$ cat src/design/tbc_pkg.sv
package tbc_pkg;

    // ------------------------------------------------------------
    // register map
    // ------------------------------------------------------------
    localparam logic [7:0] TBC_OFS_CTRL = 8'h00;
    localparam logic [7:0] TBC_OFS_IFSC = 8'h04;
    localparam logic [7:0] TBC_OFS_IFSD = 8'h08;
    localparam logic [7:0] TBC_OFS_STATUS = 8'h0c;

    localparam int TBC_CTRL_LSI_EN_POS = 0;
    localparam int TBC_CTRL_LSI_MAX_POS = 4;
    localparam logic [7:0] TBC_CTRL_RST = 8'h00;
    localparam logic [7:0] TBC_IFSC_RST = 8'h20;
    localparam logic [7:0] TBC_IFSD_RST = 8'h20;

    localparam int TBC_ST_NS_POS = 0;
    localparam int TBC_ST_NR_POS = 1;
    localparam int TBC_ST_MUTE_POS = 2;
    localparam int TBC_ST_RXCH_POS = 3;
    localparam int TBC_ST_TXCH_POS = 4;
    localparam int TBC_ST_TURN_POS = 5;
    localparam int TBC_ST_START_POS = 6;
    localparam int TBC_ST_ERRS_POS = 8;
    localparam int TBC_ST_LAST_POS = 12;

    // ------------------------------------------------------------
    // block encodings
    // ------------------------------------------------------------
    localparam int TBC_PCB_I_NS_POS = 6;
    localparam int TBC_PCB_I_MORE_POS = 5;
    localparam int TBC_PCB_R_NR_POS = 4;
    localparam int TBC_PCB_S_RESP_POS = 5;
    localparam logic [7:0] TBC_PCB_I_BASE = 8'h00;
    localparam logic [7:0] TBC_PCB_R_BASE = 8'h80;
    localparam logic [7:0] TBC_PCB_S_BASE = 8'hc0;
    localparam logic [3:0] TBC_R_OK = 4'h0;
    localparam logic [3:0] TBC_R_EDC = 4'h1;
    localparam logic [3:0] TBC_R_OTHER = 4'h2;
    localparam logic [4:0] TBC_S_RESYNCH = 5'h00;
    localparam logic [4:0] TBC_S_IFS = 5'h01;
    localparam logic [4:0] TBC_S_ABORT = 5'h02;
    localparam logic [4:0] TBC_S_WTX = 5'h03;
    localparam logic [7:0] TBC_LEN_RFU = 8'hff;
    localparam logic [3:0] TBC_LSI_GLOBAL = 4'h0;

    // invalid blocks answered in a row before the card falls silent
    localparam logic [3:0] TBC_MAX_RETX = 4'h3;

    typedef enum {TBC_LAST_NONE, TBC_LAST_I, TBC_LAST_R, TBC_LAST_SREQ, TBC_LAST_SRESP} tbc_last_t;

endpackage : tbc_pkg

$ cat src/design/tbc_block_layer.sv
// Operation
// - detect invalid blocks: parity/EDC, NAD, PCB, length, sync, missing S response
// - card retransmits, answers resynch request, otherwise goes silent
// - resynch request and response travel on logical interface 0
// - first received block invalid: card answers R(0)
// - after sending I-block, invalid reply draws R-block asking expected N(S)
// - after sending R-block, invalid reply repeats same R-block
// - after S request, reply not an S response repeats the request
// - after S response, invalid reply draws R-block, not repeated response
// - card IFS request repeated once; then card stays receiving
// - NAD invalid when LSI out of range, off-transfer, or nonzero global
// - more-data bit zero ends chain; one requires a following I-block
// - more-data I-block answered by R(next N(S)); chain continues
// - abort request answered by abort response; R-block may follow
// - abort blocks travel on the LSI of the aborted chain
// - card chain blocks never longer than IFSD
// - card rejects blocks longer than IFSC with R-block code 2
// - R-block low bits: 0 ok, 1 EDC/parity, 2 other
// - S-block bit b6 marks response; low five bits give type
//
// Strobed register access and the placing of the registers were left to the implementer.
module tbc_block_layer
    import tbc_pkg::*;
(
    input wire logic ref_clk_in, // 25 MHz
    input wire logic rst_in, // sync, active high
    input wire logic [7:0] addr_in, // register byte address
    input wire logic [31:0] wr_data_in, // write data
    input wire logic wr_in, // write strobe
    input wire logic rd_in, // read strobe
    output logic [31:0] rd_data_out, // read data, cycle after rd_in
    input wire logic rx_valid_in, // received block header pulse
    input wire logic [7:0] rx_nad_in, // received nad
    input wire logic [7:0] rx_pcb_in, // received pcb
    input wire logic [7:0] rx_len_in, // received len
    input wire logic [7:0] rx_inf_in, // first inf byte
    input wire logic rx_edc_err_in, // parity or edc error
    input wire logic rx_sync_err_in, // framing lost
    input wire logic app_send_in, // start sending a response
    input wire logic [15:0] app_total_in, // response length in bytes
    input wire logic ifs_send_in, // offer new receive size
    input wire logic [7:0] ifs_val_in, // offered receive size
    input wire logic abort_send_in, // abort own transmit chain
    output logic tx_valid_out, // send block pulse
    output logic [7:0] tx_nad_out, // nad to send
    output logic [7:0] tx_pcb_out, // pcb to send
    output logic [7:0] tx_len_out, // len to send
    output logic [7:0] tx_inf_out, // inf byte of s-block
    output logic rx_deliver_out, // accepted i-block pulse
    output logic rx_more_out, // delivered block is chained
    output logic abort_out, // chain aborted pulse
    output logic ifs_fail_out, // ifs request gave up pulse
    output logic mute_out // card unresponsive
);

    // ------------------------------------------------------------
    // state
    // ------------------------------------------------------------
    logic [7:0] ctrl_reg, ctrl_next;
    logic [7:0] ifsc_reg, ifsc_next;
    logic [7:0] ifsd_reg, ifsd_next;
    logic [31:0] rd_data_reg;
    logic ns_reg, ns_next;
    logic nr_reg, nr_next;
    logic start_reg, start_next;
    logic mute_reg, mute_next;
    logic turn_reg, turn_next;
    logic rx_chain_reg, rx_chain_next;
    logic tx_chain_reg, tx_chain_next;
    logic retry_reg, retry_next;
    logic [3:0] errs_reg, errs_next;
    logic [3:0] lsi_reg, lsi_next;
    logic [15:0] remain_reg, remain_next;
    tbc_last_t last_reg, last_next;
    logic tx_valid_reg, tx_valid_next;
    logic [7:0] tx_nad_reg, tx_nad_next;
    logic [7:0] tx_pcb_reg, tx_pcb_next;
    logic [7:0] tx_len_reg, tx_len_next;
    logic [7:0] tx_inf_reg, tx_inf_next;
    logic deliver_reg, deliver_next;
    logic more_reg, more_next;
    logic abort_reg, abort_next;
    logic ifs_fail_reg, ifs_fail_next;

    // ------------------------------------------------------------
    // received block decode
    // ------------------------------------------------------------
    wire is_i = ~rx_pcb_in[7];
    wire is_r = rx_pcb_in[7:6] == 2'b10;
    wire is_s = rx_pcb_in[7:6] == 2'b11;
    wire i_ns = rx_pcb_in[TBC_PCB_I_NS_POS];
    wire i_more = rx_pcb_in[TBC_PCB_I_MORE_POS];
    wire r_nr = rx_pcb_in[TBC_PCB_R_NR_POS];
    wire s_resp = rx_pcb_in[TBC_PCB_S_RESP_POS];
    wire [4:0] s_code = rx_pcb_in[4:0];
    wire lsi_en = ctrl_reg[TBC_CTRL_LSI_EN_POS];
    wire [3:0] lsi_max = ctrl_reg[TBC_CTRL_LSI_MAX_POS +: 4];
    wire [3:0] rx_lsi = rx_nad_in[3:0];
    wire s_global = is_s & (s_code == TBC_S_RESYNCH | s_code == TBC_S_IFS);
    wire s_has_inf = s_code == TBC_S_IFS | s_code == TBC_S_WTX;
    wire in_transfer = rx_chain_reg | tx_chain_reg;
    wire nad_bad = lsi_en & ((rx_lsi > lsi_max)
        | (in_transfer & ~s_global & rx_lsi != lsi_reg)
        | (s_global & rx_lsi != TBC_LSI_GLOBAL));
    wire r_bad = is_r & (rx_pcb_in[5] | rx_pcb_in[3:0] > TBC_R_OTHER
        | rx_len_in != 8'h00);
    wire s_bad = is_s & (s_code > TBC_S_WTX
        | (~s_resp & s_code == TBC_S_WTX)
        | (s_has_inf ? rx_len_in != 8'h01 : rx_len_in != 8'h00));
    wire len_over = is_i & rx_len_in > ifsc_reg;
    wire chain_bad = rx_chain_reg & ~is_i
        & ~(is_s & ~s_resp & (s_code == TBC_S_ABORT | s_code == TBC_S_RESYNCH));
    wire sent_req = last_reg == TBC_LAST_SREQ;
    wire match_resp = is_s & s_resp & s_code == tx_pcb_reg[4:0];
    wire unsol_resp = is_s & s_resp & ~sent_req;
    wire rx_bad = rx_edc_err_in | rx_sync_err_in | rx_len_in == TBC_LEN_RFU | len_over
        | r_bad | s_bad | nad_bad | chain_bad | unsol_resp;
    wire resp_missing = sent_req & ~match_resp & ~(is_s & ~s_resp & s_code == TBC_S_RESYNCH);
    wire [3:0] err_code = rx_edc_err_in ? TBC_R_EDC : TBC_R_OTHER;
    wire resynch_req = ~rx_bad & is_s & ~s_resp & s_code == TBC_S_RESYNCH;

    // ------------------------------------------------------------
    // transmit chain sizing
    // ------------------------------------------------------------
    wire [15:0] ifsd_wide = {8'h00, ifsd_reg};
    wire new_more = app_total_in > ifsd_wide;
    wire [7:0] new_len = new_more ? ifsd_reg : app_total_in[7:0];
    wire [15:0] left = remain_reg - {8'h00, tx_len_reg};
    wire left_more = left > ifsd_wide;
    wire [7:0] left_len = left_more ? ifsd_reg : left[7:0];
    wire [7:0] chain_nad = {4'h0, lsi_reg};

    // ------------------------------------------------------------
    // register access
    // ------------------------------------------------------------
    wire wr_ctrl = wr_in & addr_in == TBC_OFS_CTRL;
    wire wr_ifsc = wr_in & addr_in == TBC_OFS_IFSC;
    wire [31:0] status_word = {16'h0000, 1'b0, 3'(last_reg), errs_reg, 1'b0, start_reg,
        turn_reg, tx_chain_reg, rx_chain_reg, mute_reg, nr_reg, ns_reg};
    wire [31:0] rd_mux = addr_in == TBC_OFS_CTRL ? {24'h000000, ctrl_reg}
        : addr_in == TBC_OFS_IFSC ? {24'h000000, ifsc_reg}
        : addr_in == TBC_OFS_IFSD ? {24'h000000, ifsd_reg}
        : addr_in == TBC_OFS_STATUS ? status_word : 32'h00000000;

    // ------------------------------------------------------------
    // block protocol
    // ------------------------------------------------------------
    always_comb
    begin
        ctrl_next = wr_ctrl ? wr_data_in[7:0] : ctrl_reg;
        ifsc_next = wr_ifsc ? wr_data_in[7:0] : ifsc_reg;
        ifsd_next = ifsd_reg;
        ns_next = ns_reg;
        nr_next = nr_reg;
        start_next = start_reg;
        mute_next = mute_reg;
        turn_next = turn_reg;
        rx_chain_next = rx_chain_reg;
        tx_chain_next = tx_chain_reg;
        retry_next = retry_reg;
        errs_next = errs_reg;
        lsi_next = lsi_reg;
        remain_next = remain_reg;
        last_next = last_reg;
        tx_valid_next = 1'b0;
        tx_nad_next = tx_nad_reg;
        tx_pcb_next = tx_pcb_reg;
        tx_len_next = tx_len_reg;
        tx_inf_next = tx_inf_reg;
        deliver_next = 1'b0;
        more_next = more_reg;
        abort_next = 1'b0;
        ifs_fail_next = 1'b0;
        if (rx_valid_in & (mute_reg ? resynch_req : 1'b0))
        begin
            // silent card wakes only on a resynch request
            mute_next = 1'b0;
        end
        if (rx_valid_in & (~mute_reg | resynch_req))
        begin
            turn_next = 1'b0;
            if (rx_bad | resp_missing)
            begin
                if (start_reg)
                begin
                    start_next = 1'b0;
                    tx_valid_next = 1'b1;
                    tx_nad_next = 8'h00;
                    tx_pcb_next = {TBC_PCB_R_BASE[7:4], err_code};
                    tx_len_next = 8'h00;
                    last_next = TBC_LAST_R;
                end
                else if (errs_reg >= TBC_MAX_RETX)
                begin
                    mute_next = 1'b1;
                end
                else
                begin
                    errs_next = errs_reg + 4'h1;
                    case (last_reg)
                        TBC_LAST_SREQ:
                        begin
                            if (tx_pcb_reg[4:0] == TBC_S_IFS & retry_reg)
                            begin
                                ifs_fail_next = 1'b1;
                                last_next = TBC_LAST_NONE;
                            end
                            else
                            begin
                                retry_next = 1'b1;
                                tx_valid_next = 1'b1;
                            end
                        end
                        TBC_LAST_R:
                        begin
                            tx_valid_next = 1'b1;
                        end
                        default:
                        begin
                            // after an I-block, an S response or no pending block: ask again
                            tx_valid_next = 1'b1;
                            tx_nad_next = tx_nad_reg;
                            tx_pcb_next = {TBC_PCB_R_BASE[7:5], nr_reg, err_code};
                            tx_len_next = 8'h00;
                            last_next = TBC_LAST_R;
                        end
                    endcase
                end
            end
            else
            begin
                errs_next = 4'h0;
                retry_next = 1'b0;
                start_next = 1'b0;
                if (is_i)
                begin
                    if (i_ns == nr_reg)
                    begin
                        nr_next = ~nr_reg;
                        deliver_next = 1'b1;
                        more_next = i_more;
                        lsi_next = rx_lsi;
                        tx_chain_next = 1'b0;
                        if (i_more)
                        begin
                            rx_chain_next = 1'b1;
                            tx_valid_next = 1'b1;
                            tx_nad_next = rx_nad_in;
                            tx_pcb_next = {TBC_PCB_R_BASE[7:5], ~nr_reg, TBC_R_OK};
                            tx_len_next = 8'h00;
                            last_next = TBC_LAST_R;
                        end
                        else
                        begin
                            rx_chain_next = 1'b0;
                            turn_next = 1'b1;
                            last_next = TBC_LAST_NONE;
                        end
                    end
                    else
                    begin
                        // repeated block: our last answer was lost
                        tx_valid_next = 1'b1;
                    end
                end
                else if (is_r)
                begin
                    if (tx_chain_reg & r_nr == ns_reg)
                    begin
                        remain_next = left;
                        tx_chain_next = left_more;
                        ns_next = ~ns_reg;
                        tx_valid_next = 1'b1;
                        tx_nad_next = chain_nad;
                        tx_pcb_next = {TBC_PCB_I_BASE[7], ns_reg, left_more, 5'h00};
                        tx_len_next = left_len;
                        last_next = TBC_LAST_I;
                    end
                    else if (sent_req | last_reg == TBC_LAST_NONE)
                    begin
                        turn_next = last_reg == TBC_LAST_NONE;
                    end
                    else
                    begin
                        tx_valid_next = 1'b1;
                    end
                end
                else if (~s_resp)
                begin
                    tx_valid_next = 1'b1;
                    tx_pcb_next = rx_pcb_in | (8'h01 << TBC_PCB_S_RESP_POS);
                    tx_len_next = rx_len_in;
                    tx_inf_next = rx_inf_in;
                    tx_nad_next = rx_nad_in;
                    last_next = TBC_LAST_SRESP;
                    case (s_code)
                        TBC_S_RESYNCH:
                        begin
                            ns_next = 1'b0;
                            nr_next = 1'b0;
                            rx_chain_next = 1'b0;
                            tx_chain_next = 1'b0;
                            tx_nad_next = 8'h00;
                        end
                        TBC_S_IFS:
                        begin
                            ifsd_next = rx_inf_in;
                            tx_nad_next = 8'h00;
                        end
                        TBC_S_ABORT:
                        begin
                            rx_chain_next = 1'b0;
                            tx_chain_next = 1'b0;
                            abort_next = 1'b1;
                            tx_nad_next = chain_nad;
                        end
                        default:
                        begin
                            tx_valid_next = 1'b0;
                        end
                    endcase
                end
                else
                begin
                    // matching response to our own request
                    last_next = TBC_LAST_NONE;
                    turn_next = 1'b1;
                    if (s_code == TBC_S_IFS)
                    begin
                        ifsc_next = tx_inf_reg;
                    end
                    if (s_code == TBC_S_ABORT)
                    begin
                        abort_next = 1'b1;
                        tx_chain_next = 1'b0;
                        turn_next = 1'b0;
                        tx_valid_next = 1'b1;
                        tx_nad_next = chain_nad;
                        tx_pcb_next = {TBC_PCB_R_BASE[7:5], nr_reg, TBC_R_OK};
                        tx_len_next = 8'h00;
                        last_next = TBC_LAST_R;
                    end
                end
            end
        end
        else if (turn_reg & ~mute_reg & ~rx_valid_in)
        begin
            if (app_send_in)
            begin
                turn_next = 1'b0;
                remain_next = app_total_in;
                tx_chain_next = new_more;
                ns_next = ~ns_reg;
                tx_valid_next = 1'b1;
                tx_nad_next = chain_nad;
                tx_pcb_next = {TBC_PCB_I_BASE[7], ns_reg, new_more, 5'h00};
                tx_len_next = new_len;
                last_next = TBC_LAST_I;
            end
            else if (ifs_send_in | abort_send_in)
            begin
                turn_next = 1'b0;
                retry_next = 1'b0;
                tx_valid_next = 1'b1;
                tx_nad_next = ifs_send_in ? 8'h00 : chain_nad;
                tx_pcb_next = {TBC_PCB_S_BASE[7:5], ifs_send_in ? TBC_S_IFS : TBC_S_ABORT};
                tx_len_next = ifs_send_in ? 8'h01 : 8'h00;
                tx_inf_next = ifs_val_in;
                last_next = TBC_LAST_SREQ;
            end
        end
    end

    // ------------------------------------------------------------
    // flip-flops
    // ------------------------------------------------------------
    always_ff @(posedge ref_clk_in)
    begin
        if (rst_in)
        begin
            ctrl_reg <= TBC_CTRL_RST;
            ifsc_reg <= TBC_IFSC_RST;
            ifsd_reg <= TBC_IFSD_RST;
            rd_data_reg <= 32'h00000000;
            {ns_reg, nr_reg, mute_reg, turn_reg, rx_chain_reg, tx_chain_reg} <= 6'h00;
            start_reg <= 1'b1;
            retry_reg <= 1'b0;
            errs_reg <= 4'h0;
            lsi_reg <= 4'h0;
            remain_reg <= 16'h0000;
            last_reg <= TBC_LAST_NONE;
            {tx_valid_reg, deliver_reg, more_reg, abort_reg, ifs_fail_reg} <= 5'h00;
            {tx_nad_reg, tx_pcb_reg, tx_len_reg, tx_inf_reg} <= 32'h00000000;
        end
        else
        begin
            ctrl_reg <= ctrl_next;
            ifsc_reg <= ifsc_next;
            ifsd_reg <= ifsd_next;
            rd_data_reg <= rd_in ? rd_mux : 32'h00000000;
            {ns_reg, nr_reg, mute_reg, turn_reg} <= {ns_next, nr_next, mute_next, turn_next};
            {rx_chain_reg, tx_chain_reg} <= {rx_chain_next, tx_chain_next};
            start_reg <= start_next;
            retry_reg <= retry_next;
            errs_reg <= errs_next;
            lsi_reg <= lsi_next;
            remain_reg <= remain_next;
            last_reg <= last_next;
            {tx_valid_reg, deliver_reg, more_reg} <= {tx_valid_next, deliver_next, more_next};
            {abort_reg, ifs_fail_reg} <= {abort_next, ifs_fail_next};
            {tx_nad_reg, tx_pcb_reg} <= {tx_nad_next, tx_pcb_next};
            {tx_len_reg, tx_inf_reg} <= {tx_len_next, tx_inf_next};
        end
    end

    assign rd_data_out = rd_data_reg;
    assign tx_valid_out = tx_valid_reg;
    assign tx_nad_out = tx_nad_reg;
    assign tx_pcb_out = tx_pcb_reg;
    assign tx_len_out = tx_len_reg;
    assign tx_inf_out = tx_inf_reg;
    assign rx_deliver_out = deliver_reg;
    assign rx_more_out = more_reg;
    assign abort_out = abort_reg;
    assign ifs_fail_out = ifs_fail_reg;
    assign mute_out = mute_reg;

endmodule : tbc_block_layer

$ cat config.mk
export PLATFORM = sky130hd
export DESIGN_NAME = tbc_block_layer
export DESIGN_NICKNAME = d
export VERILOG_FILES = /design/src/design/tbc_pkg.sv /design/src/design/tbc_block_layer.sv
export SDC_FILE = /design/constraint.sdc
export NUM_CORES = 1
export LEC_CHECK = 0
export BUFFER_PORTS_ARGS = -buffer_cell sky130_fd_sc_hd__buf_2
export CORE_MARGIN = 2
export CORE_UTILIZATION = 50
export CTS_BUF_LIST = sky130_fd_sc_hd__clkbuf_4 sky130_fd_sc_hd__clkbuf_8
export CTS_CLUSTER_DIAMETER = 200
export DETAILED_ROUTE_END_ITERATION = 12
export GPL_TIMING_DRIVEN = 0
export PLACE_DENSITY = 0.75
export SLEW_MARGIN = 20
export SYNTH_ARGS = -nofsm -noshare
export SYNTH_HDL_FRONTEND = slang
export SYNTH_SLANG_ARGS = --single-unit
$ cat constraint.sdc
create_clock -name ref_clk_in -period 5.1 [get_ports ref_clk_in]
set_input_delay 0.765 -clock ref_clk_in [delete_from_list [all_inputs] [get_ports ref_clk_in]]
set_output_delay 0.765 -clock ref_clk_in [all_outputs]
set_load 0.05 [all_outputs]
Yosys cells after proc, flatten, opt, wreduce, memory -nomap -nowiden
Cells that the tools add are included.

word-level totals
  flip-flop bits (word level) = 157
  output and inout bits = 70

operators by class
  bitwise gates (word level) = 70
  equal/unequal tests = 51
  reductions and logical operators = 34
  magnitude comparators = 7
  multiplexer cells = 170
  add/subtract/negate cells = 2

operator list
  operator             count
  $mux 8               63
  $mux 32              12
  $mux 16              7
  $mux 1               76
  $eq 32x2->1 const B  2
  $pmux 32 s2          1
  $reduce_and 7->1     6
  $eq 32x3->1 const B  1
  $gt 16x8->1          2
  $logic_not 32->1     1
  $and 1x1->1          30
  $reduce_and 6->1     4
  $or 1x1->1           22
  $ne 2x2->1 const B   10
  $ne 3x3->1 const B   6
  $not 1->1            18
  $eq 8x4->1 const B   2
  $mux 4               4
  $pmux 8 s2           1
  $sub 16x8->16        1
  $ne 4x4->1 const B   3
  $reduce_or 6->1      2
  $eq 5x1->1 const B   2
  $eq 5x2->1 const B   2
  38 further kinds     56

Logic depth before layout (Yosys ltp)
  depth in word-level cells = 23
  mapped depth = 18
  depth with buffers taken out = 17

Worst setup path before layout
Ideal clock, no wire load.

  path kind = flip-flop to flip-flop
  start = register tx_len_reg[1] (netlist: tx_len_out[1])
  end = register tx_len_reg[0] (netlist: tx_len_out[0])
  arrival = 4.060 ns
  path slack = 0.919 ns
  cell stages (with the launch flop) = 17
  data required time = 4.978 ns
  library setup time = 0.122 ns
  buffers on the path = 0
  period minus slack after synthesis = 4.181 ns
  path through = dfxtp_1 -> inv_1 -> ha_1 -> nor2b_1 -> o31ai_1 -> a21oi_1 -> a21oi_1 -> xnor2_1 -> ha_1 -> a21oi_1 -> o21ai_0 -> a22oi_1 -> o2111ai_1 -> a2111oi_1 -> mux2i_1 -> o21ai_0 -> a221o_1

between the ends
  longest elaborated chain between the ends = 8

ends and longest elaborated chain
  item                    line                    text
  from (decl)             tbc_block_layer.sv:78   logic [7:0] tx_len_reg, tx_len_next;
  from (signal assigned)  tbc_block_layer.sv:412  {tx_len_reg, tx_inf_reg} <= {tx_len_next, tx_inf_next};
  $sub 16x8->16           tbc_block_layer.sv:128  wire [15:0] left = remain_reg - {8'h00, tx_len_reg};
  $gt 16x8->1             tbc_block_layer.sv:129  wire left_more = left > ifsd_wide;
  $mux 8                  tbc_block_layer.sv:130  wire [7:0] left_len = left_more ? ifsd_reg : left[7:0];
  $mux 8                  tbc_block_layer.sv:268  if (tx_chain_reg & r_nr == ns_reg)
  $mux 8                  tbc_block_layer.sv:266  else if (is_r)
  $mux 8                  tbc_block_layer.sv:235  if (is_i)
  $mux 8                  tbc_block_layer.sv:182  if (rx_bad | resp_missing)
  $mux 8                  tbc_block_layer.sv:179  if (rx_valid_in & (~mute_reg | resynch_req))

Every way passes these cells. The select of a mux whose other input is x is not followed.
A chain may end at the register's enable or synchronous reset.

Worst setup path after layout
  start = register tx_len_reg[0] (netlist: tx_len_out[0])
  end = register tx_len_reg[0] (netlist: tx_len_out[0])

between the ends
  longest elaborated chain between the ends = 8

ends and longest elaborated chain
  item             line
  $sub 16x8->16 *  tbc_block_layer.sv:128
  $gt 16x8->1      tbc_block_layer.sv:129
  $mux 8 *         tbc_block_layer.sv:130
  $mux 8 *         tbc_block_layer.sv:268
  $mux 8 *         tbc_block_layer.sv:266
  $mux 8 *         tbc_block_layer.sv:235
  $mux 8 *         tbc_block_layer.sv:182
  $mux 8 *         tbc_block_layer.sv:179

Mark *: on every way between the ends. The rest lies on a longest branch, timed or not. The select of a mux whose other input is x is not followed.

==> reports/qor.csv <==
stage,metric,value,unit
floorplan,die_area,15300,sq um
worst_setup_path,cp_top_family,compound AO/OA/AOI/OAI gates,
cts,cts_sinks,111,
finish,final_util,0.597,
placement,place.gp.congestion,1.03,
routing,routedWlPerCell,19.6,um
worst_setup_path,reg2reg_to,tx_len_out[0]$_SDFFE_PP0P_,
grt,grt_pass1_wl,36.1,mm
finish,syn_to_final_growth,15.8,%
min_path,hold_path.class,reg -> reg,
yosys,yosys.cell_count.top_type,dfxtp_1,
routing,avgViaCountPerCell,6.21,
floorplan,die_h,124,um
floorplan,rows,43,
finish,layout-drive-gt1-share,0.195,
sta,hold_viol,0,
worst_setup_path,worstPathArrival,5.03,ns
yosys,syn_inst,879,
cts,clk_path_buf_depth,2,
cts,clk_latency,0.41,ns
yosys,netlist.top_cell.by_area,dfxtp_1,
yosys,syn_area,7180,sq um
finish,nets,1180,
yosys,synth_commonest_cells,"111 x dfxtp_1, 92 x nor2_1, 68 x a21oi_1",
floorplan,coreArea,13900,sq um
grt,grt_pass1_vias,6753,
routing,totalWireLength,23.9,mm
sta,drv_slew,0,
sta,tns,0,ns
power,p_per_area,223,nW/um^2
sta,max-slew-margin-rel,0.274,
yosys,yosysWarnings,0,
cts,htreeDepth,3,
power,p_total,1.85,mW
power,leakagePower,3.62,nW
worst_setup_path,crit_fanout,4,
placement,dpl.cell_count,1205,
yosys,synth_flop_cell,dfxtp_1,
yosys,yosysUniqueCellTypes,82,
worst_setup_path,path_depth,16,
yosys,synth_area_per_cell,8.16,sq um
finish,largest_register_ffs,16,
finish,fill_cells,1311,
worst_setup_path,rr_worst_depth,16,
placement,dp_slack,0.205,ns
placement,port_buffers,130,
placement,dp_hpwl,18.5,mm
worst_setup_path,crit_end,tx_len_out[0]$_SDFFE_PP0P_,
yosys,post-synth-top-area-fraction,0.310,
finish,finalInstanceArea,8310,sq um
worst_setup_path,critical_path_class,reg -> reg,
cts,cts_tree,yes,
yosys,synth_edf_count,0,
sta,post-route-period-util,0.927,
grt,grtUsageTotal,0.312,
sta,fin_ws,0.370,ns
sta,rsz0062_at_grt,no,
power,vdd_drop_max,170,uV
routing,drtIter0Drc,1065,
cts,cts_root_buf,clkbuf_8,
worst_setup_path,crit_chain,ha_1 > inv_1 > fa_1 > a211oi_1 > o21ai_0 > and2_1 > a21oi_1 > ha_1 > nand2_1 > o21ai_0 > a22oi_1 > o2111ai_1 > a2111oi_1 > mux2i_1 > o21ai_0 > a221o_1,
sta,finalCriticalPeriod,4.73,ns
floorplan,ios,176,
job,max_cap_violations,0,
grt,gr-total-overflow,0,
floorplan,die_w,124,um
worst_setup_path,slowest_stage,a2111oi_1,
worst_setup_path,reg2reg_from,tx_len_out[0]$_SDFFE_PP0P_,
sta,hold_slack,0.482,ns
sta,worstMarginPinSlew,1.08,ns
placement,place_area,8110,sq um
routing,antenna_left,0,
worst_setup_path,r2r_slack,0.37,ns
status,status,completed,
cts,clk_pin_slew,0.11,ns
worst_setup_path,cp-end-kind,flip-flop,
worst_setup_path,start_kind,flip-flop,
worst_setup_path,crit_buf_inv,1,
yosys,seq_area_frac_synth,0.310,
worst_setup_path,crit_start,tx_len_out[0]$_SDFFE_PP0P_,
yosys,ys_ff_latch,111,
cts,cts_buffers,9,
worst_setup_path,crit_top_cell,o21ai_0,
sta,report.final.setup_viol,0,
grt,grt_max_degree,20,
floorplan,start_util,0.515,
routing,detail_route.first_pass.iterations,8,
routing,vias,7587,
yosys,synth_area_leaders,"dfxtp_1 31%, mux2i_1 7.8%, ha_1 6.5%",
finish,finalNonFillerCells,1222,
sta,max_freq,211,MHz
yosys,async_reset_ff_frac,0,
cts,hold_buffers,0,
routing,drc,0,
grt,antenna_found_initial,0,
worst_setup_path,cp_slowest_stage_delay,0.70,ns
worst_setup_path,crit_required,5.40,ns
sta,skew,0.0153,ns
[cells in the final DEF (no fill, tap or decap), drive strengths merged, types with 17 or more instances in the layout]
cell    Yosys  layout
buf        38     168
dfxtp     111     111
nor2       92      92
a21oi      68      68
mux2i      56      56
inv        44      48
clkbuf     35      45
nand2      43      43
o21ai      40      40
ha         37      37
nand3      27      27
a211oi     23      23
nor4       23      23
nor3       22      22
conb        1      17
[how the worst min path moves through the flow]
stage,start,endpoint,slack [ns],cells after the start
detailed placement,errs_reg[3]$_SDFFE_PP0P_,rd_data_out[11]$_SDFF_PP0_,0.46,1
finish,tx_nad_out[6]$_SDFFE_PP0P_,tx_nad_out[6]$_SDFFE_PP0P_,0.48,2
CTS,remain_reg[0]$_SDFFE_PP0P_,remain_reg[0]$_SDFFE_PP0P_,0.48,2
global route,errs_reg[3]$_SDFFE_PP0P_,rd_data_out[11]$_SDFF_PP0_,0.50,1
global placement,tx_nad_out[6]$_SDFFE_PP0P_,tx_nad_out[6]$_SDFFE_PP0P_,0.46,2
floorplan,remain_reg[2]$_SDFFE_PP0P_,remain_reg[2]$_SDFFE_PP0P_,0.44,2
[worst register-to-register path, cell delays in order, from the launching register on]
cell,delay [ns]
dfxtp_1,0.39
ha_1,0.21
inv_1,0.07
fa_1,0.42
a211oi_1,0.28
o21ai_0,0.21
and2_1,0.24
a21oi_1,0.35
ha_1,0.33
nand2_1,0.07
o21ai_0,0.11
a22oi_1,0.36
o2111ai_1,0.17
a2111oi_1,0.70
mux2i_1,0.27
o21ai_0,0.09
a221o_1,0.36
[logic make-up after synthesis]
logic type / share of synthesized area
mux: 0.0812
buf+inv: 0.0765
flops: 0.310
fa+ha+maj: 0.0673
xor+xnor: 0.0171
simple gates: 0.214
compound gates: 0.234
other cells: 0.000523
[report_power, final]
group	switching (mW)	internal (mW)
clock network	0.341	0.192
logic	0.285	0.138
registers	0.0127	0.881
total	0.639	1.21
[per-layer routing]
metal,wire length [um],track usage,part of all wire,up-vias
met3,2320,0.0664,0.097,60
met5,0,0,0,-
li1,-,-,-,3547
met1,9980,0.416,0.42,3525
met2,10700,0.489,0.45,455
met4,947,0.132,0.040,0
[repair_timing]
item / CTS / global route
gates resized for setup: 0 / 2
setup buffers: 0 / 0
endpoints found under the setup margin: 0 / 6
[area by class of cell]
class	count	area [sq um]	area share
antenna	1	2.50	0.000301
sequential	111	2220	0.267
clock buffer	10	131	0.0158
multi-input combinational	667	4480	0.539
inverter	44	165	0.0199
tap	180	225	0.0271
buffer	73	384	0.0462
clock inverter	6	50.0	0.00602
timing repair buffer	130	651	0.0783
Power figures use the tool's default switching activity.
